File: config.mk
export PLATFORM = sky130hd
export DESIGN_NAME = lvdsm_top
export DESIGN_NICKNAME = d
export VERILOG_FILES = /design/src/include/lvdsm_pkg.sv /design/src/rtl/lvdsm_top.sv
export SDC_FILE = /design/constraint.sdc
export NUM_CORES = 1
export LEC_CHECK = 0
export ABC_CLOCK_PERIOD_IN_PS = 12450
export BUFFER_PORTS_ARGS = -buffer_cell sky130_fd_sc_hd__buf_2
export CAP_MARGIN = 20
export CORE_MARGIN = 10
export CORE_UTILIZATION = 40
export DETAILED_ROUTE_END_ITERATION = 6
export GPL_TIMING_DRIVEN = 0
export PLACE_DENSITY = 0.68
export SYNTH_ARGS = -nofsm -noshare
export SYNTH_HDL_FRONTEND = slang
export SYNTH_SLANG_ARGS = --single-unit
File: constraint.sdc
create_clock -name clock -period 12.45 [get_ports clock]
set_input_delay 1.245 -clock clock [delete_from_list [all_inputs] [get_ports clock]]
set_output_delay 1.245 -clock clock [all_outputs]
set_load 0.005 [all_outputs]
File: src/include/lvdsm_pkg.sv
// package: register map, field layout, reset values and timing for level detect and stream mapping
package lvdsm_pkg;
  // register offsets
  localparam logic [11:0] APP_MODE_OFF = 12'h200;
  localparam logic [11:0] DEC_RATIO_OFF = 12'h201;
  localparam logic [11:0] UPPER_LO_OFF = 12'h247;
  localparam logic [11:0] UPPER_HI_OFF = 12'h248;
  localparam logic [11:0] LOWER_LO_OFF = 12'h249;
  localparam logic [11:0] LOWER_HI_OFF = 12'h24A;
  localparam logic [11:0] DWELL_LO_OFF = 12'h24B;
  localparam logic [11:0] DWELL_HI_OFF = 12'h24C;
  localparam logic [11:0] OVR_CLEAR_OFF = 12'h562;
  localparam logic [11:0] OVR_STATUS_OFF = 12'h563;
  localparam logic [11:0] STBY_PAYLOAD_OFF = 12'h571;
  // field positions
  localparam int MODE_LSB = 0;
  localparam int MODE_W = 4;
  localparam int REAL_SEL_BIT = 5;
  localparam int DEC_W = 4;
  localparam int STBY_K_BIT = 7;
  localparam int THR_W = 13;
  localparam int DWELL_W = 16;
  // reset values
  localparam logic [7:0] APP_MODE_RST = 8'h00;
  localparam logic [7:0] DEC_RATIO_RST = 8'h01;
  localparam logic [THR_W-1:0] UPPER_RST = 13'h1FFF;
  localparam logic [THR_W-1:0] LOWER_RST = 13'h0000;
  localparam logic [DWELL_W-1:0] DWELL_RST = 16'h0001;
  localparam logic [7:0] STBY_PAYLOAD_RST = 8'h00;
  // operating modes
  localparam logic [3:0] MODE_FULL_BW = 4'h0;
  localparam logic [3:0] MODE_ONE_DDC = 4'h1;
  localparam logic [3:0] MODE_TWO_DDC = 4'h2;
  localparam logic [3:0] MODE_FOUR_DDC = 4'h3;
  // timing: the detect pipe is a fixed 3 cycles, well under the 28-cycle bound
  localparam int FD_MAX_LATENCY = 28;
  localparam int FD_PIPE = 3;
  localparam int NUM_VC = 8;
  localparam logic [7:0] K_CHAR = 8'hBC;

  typedef enum logic [1:0] {
    LVDSM_LINK_RUN,
    LVDSM_LINK_STANDBY,
    LVDSM_LINK_HALT
  } lvdsm_link_e;

  typedef struct packed {
    logic [11:0] addr;
    logic [7:0] wdata;
    logic wr;
    logic rd;
  } lvdsm_reg_req_s;

  typedef struct packed {
    logic [15:0] data;
    logic ovr;
    logic ctrl_k;
  } lvdsm_vc_s;
endpackage

File: src/rtl/lvdsm_top.sv
// module: fast threshold detect, overrange status and virtual converter mapping
`timescale 1ns/100ps
// ------------------------------------------------------------
// ------------------------------------------------------------
module lvdsm_top #(
  parameter int SAMPLE_W = 16
) (
  input wire logic clock,
  input wire logic rst,
  input wire lvdsm_pkg::lvdsm_reg_req_s reg_req,
  output logic [7:0] reg_rdata,
  input wire logic [SAMPLE_W-1:0] adc_a,
  input wire logic [SAMPLE_W-1:0] adc_b,
  input wire logic adc_a_ovr,
  input wire logic adc_b_ovr,
  input wire logic [SAMPLE_W-1:0] ddc_i [4],
  input wire logic [SAMPLE_W-1:0] ddc_q [4],
  input wire logic [1:0] control_bits_per_sample,
  input wire logic powerdown_standby_pin,
  input wire logic powerdown_reg,
  input wire logic pin_is_standby,
  output logic threshold_flag_out_a,
  output logic threshold_flag_out_b,
  output lvdsm_pkg::lvdsm_vc_s vc_out [8],
  output logic vc_sample_en,
  output logic [3:0] vc_count,
  output logic link_enable
);
  import lvdsm_pkg::*;

  // ------------------------------------------------------------
  // registers
  // ------------------------------------------------------------
  logic [7:0] app_mode_q;
  logic [7:0] dec_ratio_q;
  logic [THR_W-1:0] upper_q;
  logic [THR_W-1:0] lower_q;
  logic [DWELL_W-1:0] dwell_q;
  logic [7:0] ovr_clear_q;
  logic [7:0] ovr_status_q;
  logic [7:0] stby_payload_q;

  // application mode and decimation ratio
  always_ff @(posedge clock or posedge rst) begin
    if (rst) begin
      app_mode_q <= APP_MODE_RST;
      dec_ratio_q <= DEC_RATIO_RST;
    end else if (reg_req.wr) begin
      if (reg_req.addr == APP_MODE_OFF) begin
        app_mode_q <= reg_req.wdata;
      end else if (reg_req.addr == DEC_RATIO_OFF) begin
        dec_ratio_q <= reg_req.wdata;
      end
    end
  end

  // thresholds; a half-written pair is live at once, so program the high byte last
  always_ff @(posedge clock or posedge rst) begin
    if (rst) begin
      upper_q <= UPPER_RST;
      lower_q <= LOWER_RST;
    end else if (reg_req.wr) begin
      if (reg_req.addr == UPPER_LO_OFF) begin
        upper_q[7:0] <= reg_req.wdata;
      end else if (reg_req.addr == UPPER_HI_OFF) begin
        upper_q[THR_W-1:8] <= reg_req.wdata[THR_W-9:0];
      end else if (reg_req.addr == LOWER_LO_OFF) begin
        lower_q[7:0] <= reg_req.wdata;
      end else if (reg_req.addr == LOWER_HI_OFF) begin
        lower_q[THR_W-1:8] <= reg_req.wdata[THR_W-9:0];
      end
    end
  end

  // dwell count
  always_ff @(posedge clock or posedge rst) begin
    if (rst) begin
      dwell_q <= DWELL_RST;
    end else if (reg_req.wr) begin
      if (reg_req.addr == DWELL_LO_OFF) begin
        dwell_q[7:0] <= reg_req.wdata;
      end else if (reg_req.addr == DWELL_HI_OFF) begin
        dwell_q[15:8] <= reg_req.wdata;
      end
    end
  end

  // overrange clear control and standby payload
  always_ff @(posedge clock or posedge rst) begin
    if (rst) begin
      ovr_clear_q <= 8'h00;
      stby_payload_q <= STBY_PAYLOAD_RST;
    end else if (reg_req.wr) begin
      if (reg_req.addr == OVR_CLEAR_OFF) begin
        ovr_clear_q <= reg_req.wdata;
      end else if (reg_req.addr == STBY_PAYLOAD_OFF) begin
        stby_payload_q <= reg_req.wdata;
      end
    end
  end

  // ------------------------------------------------------------
  // register read
  // ------------------------------------------------------------
  // read mux, unmapped offsets read zero
  always_comb begin
    reg_rdata = 8'h00;
    if (reg_req.addr == APP_MODE_OFF) begin
      reg_rdata = app_mode_q;
    end else if (reg_req.addr == DEC_RATIO_OFF) begin
      reg_rdata = dec_ratio_q;
    end else if (reg_req.addr == UPPER_LO_OFF) begin
      reg_rdata = upper_q[7:0];
    end else if (reg_req.addr == UPPER_HI_OFF) begin
      reg_rdata = {3'h0, upper_q[THR_W-1:8]};
    end else if (reg_req.addr == LOWER_LO_OFF) begin
      reg_rdata = lower_q[7:0];
    end else if (reg_req.addr == LOWER_HI_OFF) begin
      reg_rdata = {3'h0, lower_q[THR_W-1:8]};
    end else if (reg_req.addr == DWELL_LO_OFF) begin
      reg_rdata = dwell_q[7:0];
    end else if (reg_req.addr == DWELL_HI_OFF) begin
      reg_rdata = dwell_q[15:8];
    end else if (reg_req.addr == OVR_CLEAR_OFF) begin
      reg_rdata = ovr_clear_q;
    end else if (reg_req.addr == OVR_STATUS_OFF) begin
      reg_rdata = ovr_status_q;
    end else if (reg_req.addr == STBY_PAYLOAD_OFF) begin
      reg_rdata = stby_payload_q;
    end
  end

  // ------------------------------------------------------------
  // fast threshold detectors, one per channel
  // ------------------------------------------------------------
  logic [SAMPLE_W-1:0] chan_sample [2];
  logic [1:0] flag;
  assign chan_sample[0] = adc_a;
  assign chan_sample[1] = adc_b;

  for (genvar c = 0; c < 2; c++) begin : g_fd
    logic [THR_W-1:0] mag_q;
    logic above_q;
    logic below_q;
    logic [DWELL_W:0] run_q;
    logic flag_q;
    logic [SAMPLE_W-1:0] s;
    logic [SAMPLE_W-1:0] a;
    assign s = chan_sample[c];
    // magnitude of the adc output scaled to 13 bits, full scale is 2^13 - 1
    assign a = s[SAMPLE_W-1] ? SAMPLE_W'(~s + 1'b1) : s;
    always_ff @(posedge clock or posedge rst) begin
      if (rst) begin
        mag_q <= '0;
        above_q <= 1'b0;
        below_q <= 1'b0;
      end else begin
        mag_q <= a[SAMPLE_W-1] ? {THR_W{1'b1}} : a[SAMPLE_W-2 -: THR_W];
        above_q <= mag_q > upper_q;
        below_q <= mag_q < lower_q;
      end
    end
    // run counter saturates one past the top dwell value
    always_ff @(posedge clock or posedge rst) begin
      if (rst) begin
        run_q <= '0;
      end else if (!below_q) begin
        run_q <= '0;
      end else if (!run_q[DWELL_W]) begin
        run_q <= run_q + 1'b1;
      end
    end
    // set wins over clear; sample to flag takes FD_PIPE clocks
    always_ff @(posedge clock or posedge rst) begin
      if (rst) begin
        flag_q <= 1'b0;
      end else if (above_q) begin
        flag_q <= 1'b1;
      end else if (below_q && run_q >= {1'b0, dwell_q}) begin
        flag_q <= 1'b0;
      end
    end
    assign flag[c] = flag_q;
  end

  assign threshold_flag_out_a = flag[0];
  assign threshold_flag_out_b = flag[1];

  // ------------------------------------------------------------
  // decimation enable
  // ------------------------------------------------------------
  logic [DEC_W-1:0] dec_cnt_q;
  logic [DEC_W-1:0] dec_ratio;
  assign dec_ratio = (dec_ratio_q[DEC_W-1:0] == '0) ? DEC_W'(1) : dec_ratio_q[DEC_W-1:0];

  always_ff @(posedge clock or posedge rst) begin
    if (rst) begin
      dec_cnt_q <= '0;
      vc_sample_en <= 1'b0;
    end else begin
      vc_sample_en <= (dec_cnt_q == '0);
      if (dec_cnt_q >= dec_ratio - 1'b1) begin
        dec_cnt_q <= '0;
      end else begin
        dec_cnt_q <= dec_cnt_q + 1'b1;
      end
    end
  end

  // ------------------------------------------------------------
  // link state
  // ------------------------------------------------------------
  lvdsm_link_e link_state;
  always_comb begin
    link_state = LVDSM_LINK_RUN;
    if (powerdown_reg || (powerdown_standby_pin && !pin_is_standby)) begin
      link_state = LVDSM_LINK_HALT;
    end else if (powerdown_standby_pin && pin_is_standby) begin
      link_state = LVDSM_LINK_STANDBY;
    end
  end

  always_ff @(posedge clock or posedge rst) begin
    if (rst) begin
      link_enable <= 1'b0;
    end else begin
      link_enable <= (link_state != LVDSM_LINK_HALT);
    end
  end

  // ------------------------------------------------------------
  // virtual converter mapping
  // ------------------------------------------------------------
  logic [3:0] mode;
  logic real_sel;
  logic [SAMPLE_W-1:0] map_data [8];
  logic [7:0] map_ovr;
  logic [3:0] map_count;
  assign mode = app_mode_q[MODE_LSB +: MODE_W];
  assign real_sel = app_mode_q[REAL_SEL_BIT];

  // ddc outputs share the overrange of the adc feeding them; ddc 0,2 from a, 1,3 from b
  always_comb begin
    for (int v = 0; v < NUM_VC; v++) begin
      map_data[v] = '0;
    end
    map_ovr = 8'h00;
    map_count = 4'h0;
    case (mode)
      MODE_FULL_BW: begin
        map_data[0] = adc_a;
        map_data[1] = adc_b;
        map_ovr[1:0] = {adc_b_ovr, adc_a_ovr};
        map_count = 4'h2;
      end
      MODE_ONE_DDC, MODE_TWO_DDC, MODE_FOUR_DDC: begin
        map_count = (mode == MODE_FOUR_DDC) ? 4'h4 : mode;
        for (int d = 0; d < 4; d++) begin
          if (d < int'(map_count)) begin
            if (real_sel) begin
              map_data[d] = ddc_i[d];
              map_ovr[d] = d[0] ? adc_b_ovr : adc_a_ovr;
            end else begin
              map_data[2*d] = ddc_i[d];
              map_data[2*d+1] = ddc_q[d];
              map_ovr[2*d] = d[0] ? adc_b_ovr : adc_a_ovr;
              map_ovr[2*d+1] = d[0] ? adc_b_ovr : adc_a_ovr;
            end
          end
        end
        if (!real_sel) begin
          map_count = 4'(map_count << 1);
        end
      end
      default: begin
        map_count = 4'h0;
      end
    endcase
  end

  // output stage; overrange uses the same single register stage as the data
  always_ff @(posedge clock or posedge rst) begin
    if (rst) begin
      for (int v = 0; v < NUM_VC; v++) begin
        vc_out[v] <= '0;
      end
      vc_count <= 4'h0;
    end else begin
      vc_count <= map_count;
      for (int v = 0; v < NUM_VC; v++) begin
        if (link_state == LVDSM_LINK_STANDBY) begin
          vc_out[v].data <= stby_payload_q[STBY_K_BIT] ? {K_CHAR, K_CHAR} : '0;
          vc_out[v].ctrl_k <= stby_payload_q[STBY_K_BIT];
          vc_out[v].ovr <= 1'b0;
        end else begin
          vc_out[v].data <= 16'(map_data[v]);
          vc_out[v].ctrl_k <= 1'b0;
          vc_out[v].ovr <= (control_bits_per_sample != 2'h0) && map_ovr[v];
        end
      end
    end
  end

  // ------------------------------------------------------------
  // sticky overrange status
  // ------------------------------------------------------------
  logic [7:0] clear_fall;
  logic clr_wr;
  assign clr_wr = reg_req.wr && (reg_req.addr == OVR_CLEAR_OFF);
  // clear fires on the write that returns a bit from set to reset
  assign clear_fall = clr_wr ? (ovr_clear_q & ~reg_req.wdata) : 8'h00;

  always_ff @(posedge clock or posedge rst) begin
    if (rst) begin
      ovr_status_q <= 8'h00;
    end else begin
      // a new overrange in the clearing cycle is kept
      ovr_status_q <= (ovr_status_q & ~clear_fall) | map_ovr;
    end
  end
endmodule

==> results_dict.tcl, run 1 <==
set metrics [dict create \
    clockRootBuffer "clkbuf_16" \
    grt_pass1_wl_um 76700 \
    cts_buffers 34 \
    drtAntennaViolNets 0 \
    antenna_found_initial 0 \
    clk_latency_ns 0.53 \
    synth-adder-area-share 0.0781 \
    synthTopCellsByArea "dfrtp_1 (48%), ha_1 (7.8%), nand2_1 (4.8%)" \
    synthXorXnorAreaFrac 0.0246 \
    synthCells 1401 \
    crit_chain "buf_2 -> clkbuf_1 -> clkbuf_1 -> buf_1 -> mux2i_1 -> o21ai_0 -> a22oi_1 -> a31oi_1 -> buf_2" \
    finalSetupTns_ns 0 \
    clock_skew_ns 0.0222 \
    fin_area_sq_mm 0.0182 \
    r2r_end "vc_out[121]" \
    cts_setup_buffers 0 \
    rows 69 \
    postCtsHoldBufs 0 \
    syn_area_sq_mm 0.0146 \
    wl_um 50000 \
    drt_iter0_markers 882 \
    tightest_slew_ns 0.987 \
    ys_warn_count 0 \
    yosysTopAreaCell "dfrtp_1" \
    leakagePower_uw 0.00929 \
    cap_viol_max_count 0 \
    cp_slowest_cell "clkbuf_1" \
    fin_total_pwr_uw 2240 \
    dp_hpwl_um 39500 \
    path_class "in2out" \
    area_growth_pct 24.7 \
    vias 12562 \
    synth_cell_types 70 \
    relSlewSlack 0.337 \
    muxShareOfSynthArea 0.0569 \
    synth_top_area_share 0.477 \
    wire_per_inst_um 22.0 \
    hold_viol 0 \
    cts_buffer_depth 3 \
    start_util 0.408 \
    htreeDepth 2 \
    gp_congestion 0.966 \
    hp-start "dec_cnt_q[0]" \
    cts-resized-gates 0 \
    drive_gt1_frac 0.285 \
    fmax_mhz 186 \
    timing.final.ws_setup_ns 7.08 \
    p_per_area_mw_per_mm2 123 \
    maxSlewViolCount 0 \
    worstPathRequired_ns 11.20 \
    synthTopCellsByCount "dfrtp_1 (278), nand2_1 (188), o21ai_0 (111)" \
    status "completed" \
    die_y_um 211 \
    min_to "dec_cnt_q[0]" \
    yosys_most_used_dff "dfrtp_1" \
    clk_pin_slew_worst_paths_ns 0.06 \
    cpPeakStageDelay_ns 0.61 \
    io_pins 351 \
    min_path_type "reg2reg" \
    ir_drop_uv 93.8 \
    grt-ovfl-total 0 \
    firstDrtPassIters 6 \
    drc_errors 0 \
    synth_top_family_by_area "simple AND/OR/NAND/NOR gates" \
    grt_max_degree 106 \
    cp_data_arrival_time_ns 4.12 \
    crit_fanout 10 \
    synth.most_common_cell "dfrtp_1" \
    period_needed_ns 5.37 \
    whs_path_depth 1 \
    r2r-start "app_mode_q[2]" \
    seq_area_frac_synth 0.505 \
    nets 2065 \
    rsz0062_at_grt "false" \
    routed_via_density 5.53 \
    cts.sinks 293 \
    cts_tree "done" \
    numPortBuffers 342 \
    async_flop_share 1.00 \
    yosys.area_share.simple 0.152 \
    crit_path_end_kind "primary output" \
    post-route-period-util 0.431 \
    startpoint_type "input pin" \
    fp.dieW_um 211 \
    synth_compound_area_frac 0.144 \
    coreArea_sq_mm 0.0357 \
    grt_pass1_vias 12997 \
    dieArea_sq_mm 0.0445 \
    dpl_cell_area_sq_mm 0.0169 \
    reg2reg_slack_ns 9.25 \
    grt.total_usage 0.221 \
    syn_avg_cell_area_sq_um 10.4 \
    setup_viol 0 \
    yosys_register_bits 293 \
    synth-edff-count 0 \
    reg2reg_depth 6 \
    dp_slack_ns 7.19 \
    synth.net_count 1683 \
]
[layout make-up]
type	instances	area [sq um]
buffer	81	352
clock buffer	43	945
clock inverter	19	274
timing repair buffer	346	1780
multi-input combinational	966	6650
fill	3284	17600
inverter	61	236
sequential	293	7350
tap	461	577
antenna	1	2.50
[metal layers]
layer,global-route usage,vias up,wire length [um]
met5,0,-,0
met4,0.0729,0,1590
met3,0.0592,89,4080
met2,0.380,531,24300
met1,0.264,6191,20000
li1,-,5751,-
[worst max path at each step]
stage,from,to,slack [ns],depth (start not counted)
2_1_floorplan,rst,app_mode_q[0],3.14,1
3_3_place_gp,rst,g_fd[1].run_q[16],0.09,2
3_5_place_dp,reg_req[10],reg_rdata[3],7.19,9
4_1_cts,reg_req[10],reg_rdata[3],7.18,9
5_1_grt,reg_req[10],reg_rdata[3],6.89,9
6_report,reg_req[10],reg_rdata[3],7.08,9
[state kept, by name, indices dropped and copies added (netlist names), 4 cells and up]
register	flops
app_mode_q	8
g_fd.run_q	34
upper_q	13
dwell_q	16
lower_q	13
vc_count	4
dec_ratio_q	8
stby_payload_q	8
dec_cnt_q	4
ovr_clear_q	8
vc_out	135
g_fd.mag_q	26
ovr_status_q	8
[where the power goes]
| part | switching [uW] | leakage (uW) | internal (uW) |
|---|---|---|---|
| registers | 14.3 | 0.00379 | 973 |
| clock network | 419 | 0.000603 | 668 |
| logic | 101 | 0.00490 | 67.6 |
[through the flow]
| stage | hold slack [ns] | std cells | utilization |
|---|---|---|---|
| 6_report | 0.502 | 2271 | 0.508 |
| 5_1_grt | 0.528 | 2270 | 0.508 |
| 4_1_cts | 0.505 | 2269 | 0.508 |
| 3_5_place_dp | 0.489 | 2207 | 0.474 |
| 3_3_place_gp | 0.470 | 2204 | 0.472 |
| 2_1_floorplan | 0.425 | 1401 | - |
[worst max-delay path, delay by kind of cell]
family	cells	cell delay, ns
mux	1	0.15
compound gates	3	0.80
buf+inv	5	1.92
[cell usage in the layout (no fill, tap or decap), drive strengths merged, types with 7 or more instances in the layout]
cell / n
nor4: 9
a221o: 11
o22ai: 9
nor3: 16
nor2b: 15
clkinv: 10
o21ai: 111
o211ai: 7
nor2: 49
nand2b: 17
a22oi: 46
xor2: 20
and3: 34
and2: 26
o31ai: 7
mux2: 61
mux2i: 9
a21o: 14
nand2: 189
a22o: 13
nand4: 15
nand3: 23
dfstp: 15
ha: 91
a21boi: 8
inv: 63
or3: 7
dfrtp: 278
a21oi: 48
clkbuf: 107
or4: 8
a31oi: 13
buf: 363
o21a: 10
xnor2: 21
[kinds of logic after synthesis]
| logic type | after synthesis |
|---|---|
| AO/OA/AOI/OAI | 326 |
| XOR/XNOR | 41 |
| adder cells (fa/ha/maj) | 91 |
| buffers and inverters | 142 |
| flip-flops | 293 |
| multiplexers | 71 |
| AND/OR/NAND/NOR | 437 |
(Power assumes the default switching activity.)
==> inputs of run 2 (changes only) <==
--- a/config.mk
+++ b/config.mk
@@ -5,14 +5,14 @@
 export SDC_FILE = /design/constraint.sdc
 export NUM_CORES = 1
 export LEC_CHECK = 0
-export ABC_CLOCK_PERIOD_IN_PS = 12450
+export ABC_CLOCK_PERIOD_IN_PS = 4900
 export BUFFER_PORTS_ARGS = -buffer_cell sky130_fd_sc_hd__buf_2
 export CAP_MARGIN = 20
 export CORE_MARGIN = 10
 export CORE_UTILIZATION = 40
 export DETAILED_ROUTE_END_ITERATION = 6
 export GPL_TIMING_DRIVEN = 0
-export PLACE_DENSITY = 0.68
+export PLACE_DENSITY = 0.7
 export SYNTH_ARGS = -nofsm -noshare
 export SYNTH_HDL_FRONTEND = slang
 export SYNTH_SLANG_ARGS = --single-unit
==> constraint.sdc (replaced) <==
create_clock -name clock -period 4.9 [get_ports clock]
set_input_delay 0.49 -clock clock [delete_from_list [all_inputs] [get_ports clock]]
set_output_delay 0.49 -clock clock [all_outputs]
set_load 0.005 [all_outputs]
==> run 2 against run 1 <==
  * Final area barely moved
  * Clock skew rose by 0.0036 ns
  * Utilization barely moved
  * Worst setup slack got worse by 6.0 ns
  * Non-clock buffer count rose by 6
  * Sequential power rose to 2.5 times the previous value
  * Critical path depth did not move
  * Critical path type unchanged
  * Critical endpoint unchanged
  * Largest cell class unchanged
==> results_dict.tcl, run 2 (synthesis results as in run 1) <==
set metrics [dict create \
    cap_viol_max_count 0 \
    leakagePower_uw 0.00928 \
    grt-ovfl-total 0 \
    cts_buffers 34 \
    dieArea_sq_mm 0.0445 \
    firstDrtPassIters 5 \
    top_regs "vc_out: 135 flops, g_fd.run_q: 34 flops, g_fd.mag_q: 26 flops" \
    nFillCells 3315 \
    postCtsHoldBufs 0 \
    drive_gt1_frac 0.282 \
    rows 69 \
    cts-resized-gates 0 \
    cp_slowest_cell "clkbuf_1" \
    finalSetupTns_ns 0 \
    clock_skew_ns 0.0258 \
    nets 2071 \
    crit_family "buffers and inverters" \
    final-seq-area_sq_mm 0.00735 \
    clockRootBuffer "clkbuf_16" \
    path_class "in2out" \
    die_y_um 211 \
    fin_total_pwr_uw 5480 \
    final_cell_mix "buf_2 (348), dfrtp_1 (278), nand2_1 (188), o21ai_0 (111), ha_1 (91)" \
    start_util 0.408 \
    antenna_found_initial 2 \
    numPortBuffers 342 \
    htreeDepth 2 \
    cts_tree "done" \
    drt_iter0_markers 1022 \
    tightest_slew_ns 1.12 \
    top_register "vc_out" \
    cts_setup_buffers 0 \
    grt_max_degree 44 \
    io_pins 351 \
    fp.dieW_um 211 \
    dp_hpwl_um 40300 \
    gp_congestion 0.934 \
    grt_pass1_wl_um 75800 \
    clk_pin_slew_worst_paths_ns 0.06 \
    post-route-period-util 0.783 \
    routed_via_density 5.48 \
    relSlewSlack 0.251 \
    crit_chain "buf_2 -> clkbuf_1 -> clkbuf_1 -> buf_1 -> mux2i_1 -> o21ai_0 -> a22oi_1 -> a31oi_1 -> buf_2" \
    multi_input_area_sq_mm 0.00664 \
    mostFrequentLayoutCell "buf_2" \
    worstPathRequired_ns 4.41 \
    rsz0062_at_grt "false" \
    area_growth_pct 24.7 \
    vias 12459 \
    coreArea_sq_mm 0.0357 \
    wl_um 50000 \
    cp_data_arrival_time_ns 3.35 \
    clk_latency_ns 0.53 \
    drc_errors 0 \
    p_per_area_mw_per_mm2 302 \
    grt_pass1_vias 12828 \
    largest_reg_flops 135 \
    period_needed_ns 3.84 \
    hold_viol 0 \
    ir_drop_uv 238 \
    final_util 0.508 \
    crit_path_end_kind "primary output" \
    crit_fanout 10 \
    wire_per_inst_um 22.0 \
    fmax_mhz 261 \
    cp_num_buf_inv 5 \
    status "completed" \
    n_antenna_cell 0 \
    cts_buffer_depth 3 \
    hold_ws_ns 0.0209 \
    startpoint_type "input pin" \
    setup_viol 0 \
    min_path_type "in2async" \
    maxSlewViolCount 0 \
    cpPeakStageDelay_ns 0.62 \
    cts.sinks 293 \
    grt.total_usage 0.220 \
    drtAntennaViolNets 0 \
]
-- run 2: cell types whose count changed in the layout (fill, tap and decap cells not counted), moves of 3 or more --
cell,previous run,this run
buf_12,0,7
bufinv_16,6,2
inv_6,3,0
clkbuf_1,66,74
clkinv_2,7,4
-- run 2: layer usage --
| metal | GRT usage | up-vias | wire length, um |
|---|---|---|---|
| li1 | - | 5751 | - |
| met1 | 0.260 | 6126 | 19800 |
| met2 | 0.381 | 497 | 24600 |
| met3 | 0.0579 | 83 | 4040 |
| met4 | 0.0709 | 2 | 1580 |
| met5 | 0 | - | 7 |
-- run 2: worst register-to-register path: stages (launching register included) --
cell	delay, ns
dfrtp_1	0.43
nor2_1	0.57
nand2_1	0.37
nor3_1	0.98
clkbuf_1	0.55
nand2_1	0.10
o21ai_0	0.14
-- run 2: final timing paths --
kind | startpoint | endpoint | slack, ns | cells after the start
setup / recovery | reg_req[10] | reg_rdata[3] | 1.06 | 9
hold / removal | rst | vc_out[127] | 0.02 | 2
setup reg to reg | app_mode_q[2] | vc_out[118] | 1.65 | 6
hold reg to reg | dec_cnt_q[0] | dec_cnt_q[0] | 0.49 | 1
max in group asynchronous | rst | upper_q[12] | 3.48 | 6
min in group clock | powerdown_reg | link_enable | 0.15 | 2
-- run 2: layout make-up --
type                       count  area share
clock inverter                 9     0.00785
sequential                   293       0.404
multi-input combinational    966       0.365
timing repair buffer         352       0.104
buffer                        81      0.0193
clock buffer                  52      0.0544
tap                          461      0.0317
inverter                      61      0.0128
-- run 2: power by group --
group	total [uW]	switching [uW]	leakage, uW	internal, uW
sequential	2510	36.4	0.00379	2470
combinational	438	257	0.00494	181
clock	2530	1020	0.000551	1510
total	5480	1320	0.00928	4160
-- run 2: stage by stage --
stage,cells,area (sq um),setup slack [ns]
2_1_floorplan,1401,14600,0.533
3_3_place_gp,2204,16900,-1.14
3_5_place_dp,2213,17000,1.09
4_1_cts,2274,18200,1.08
5_1_grt,2275,18200,0.885
6_report,2275,18200,1.06
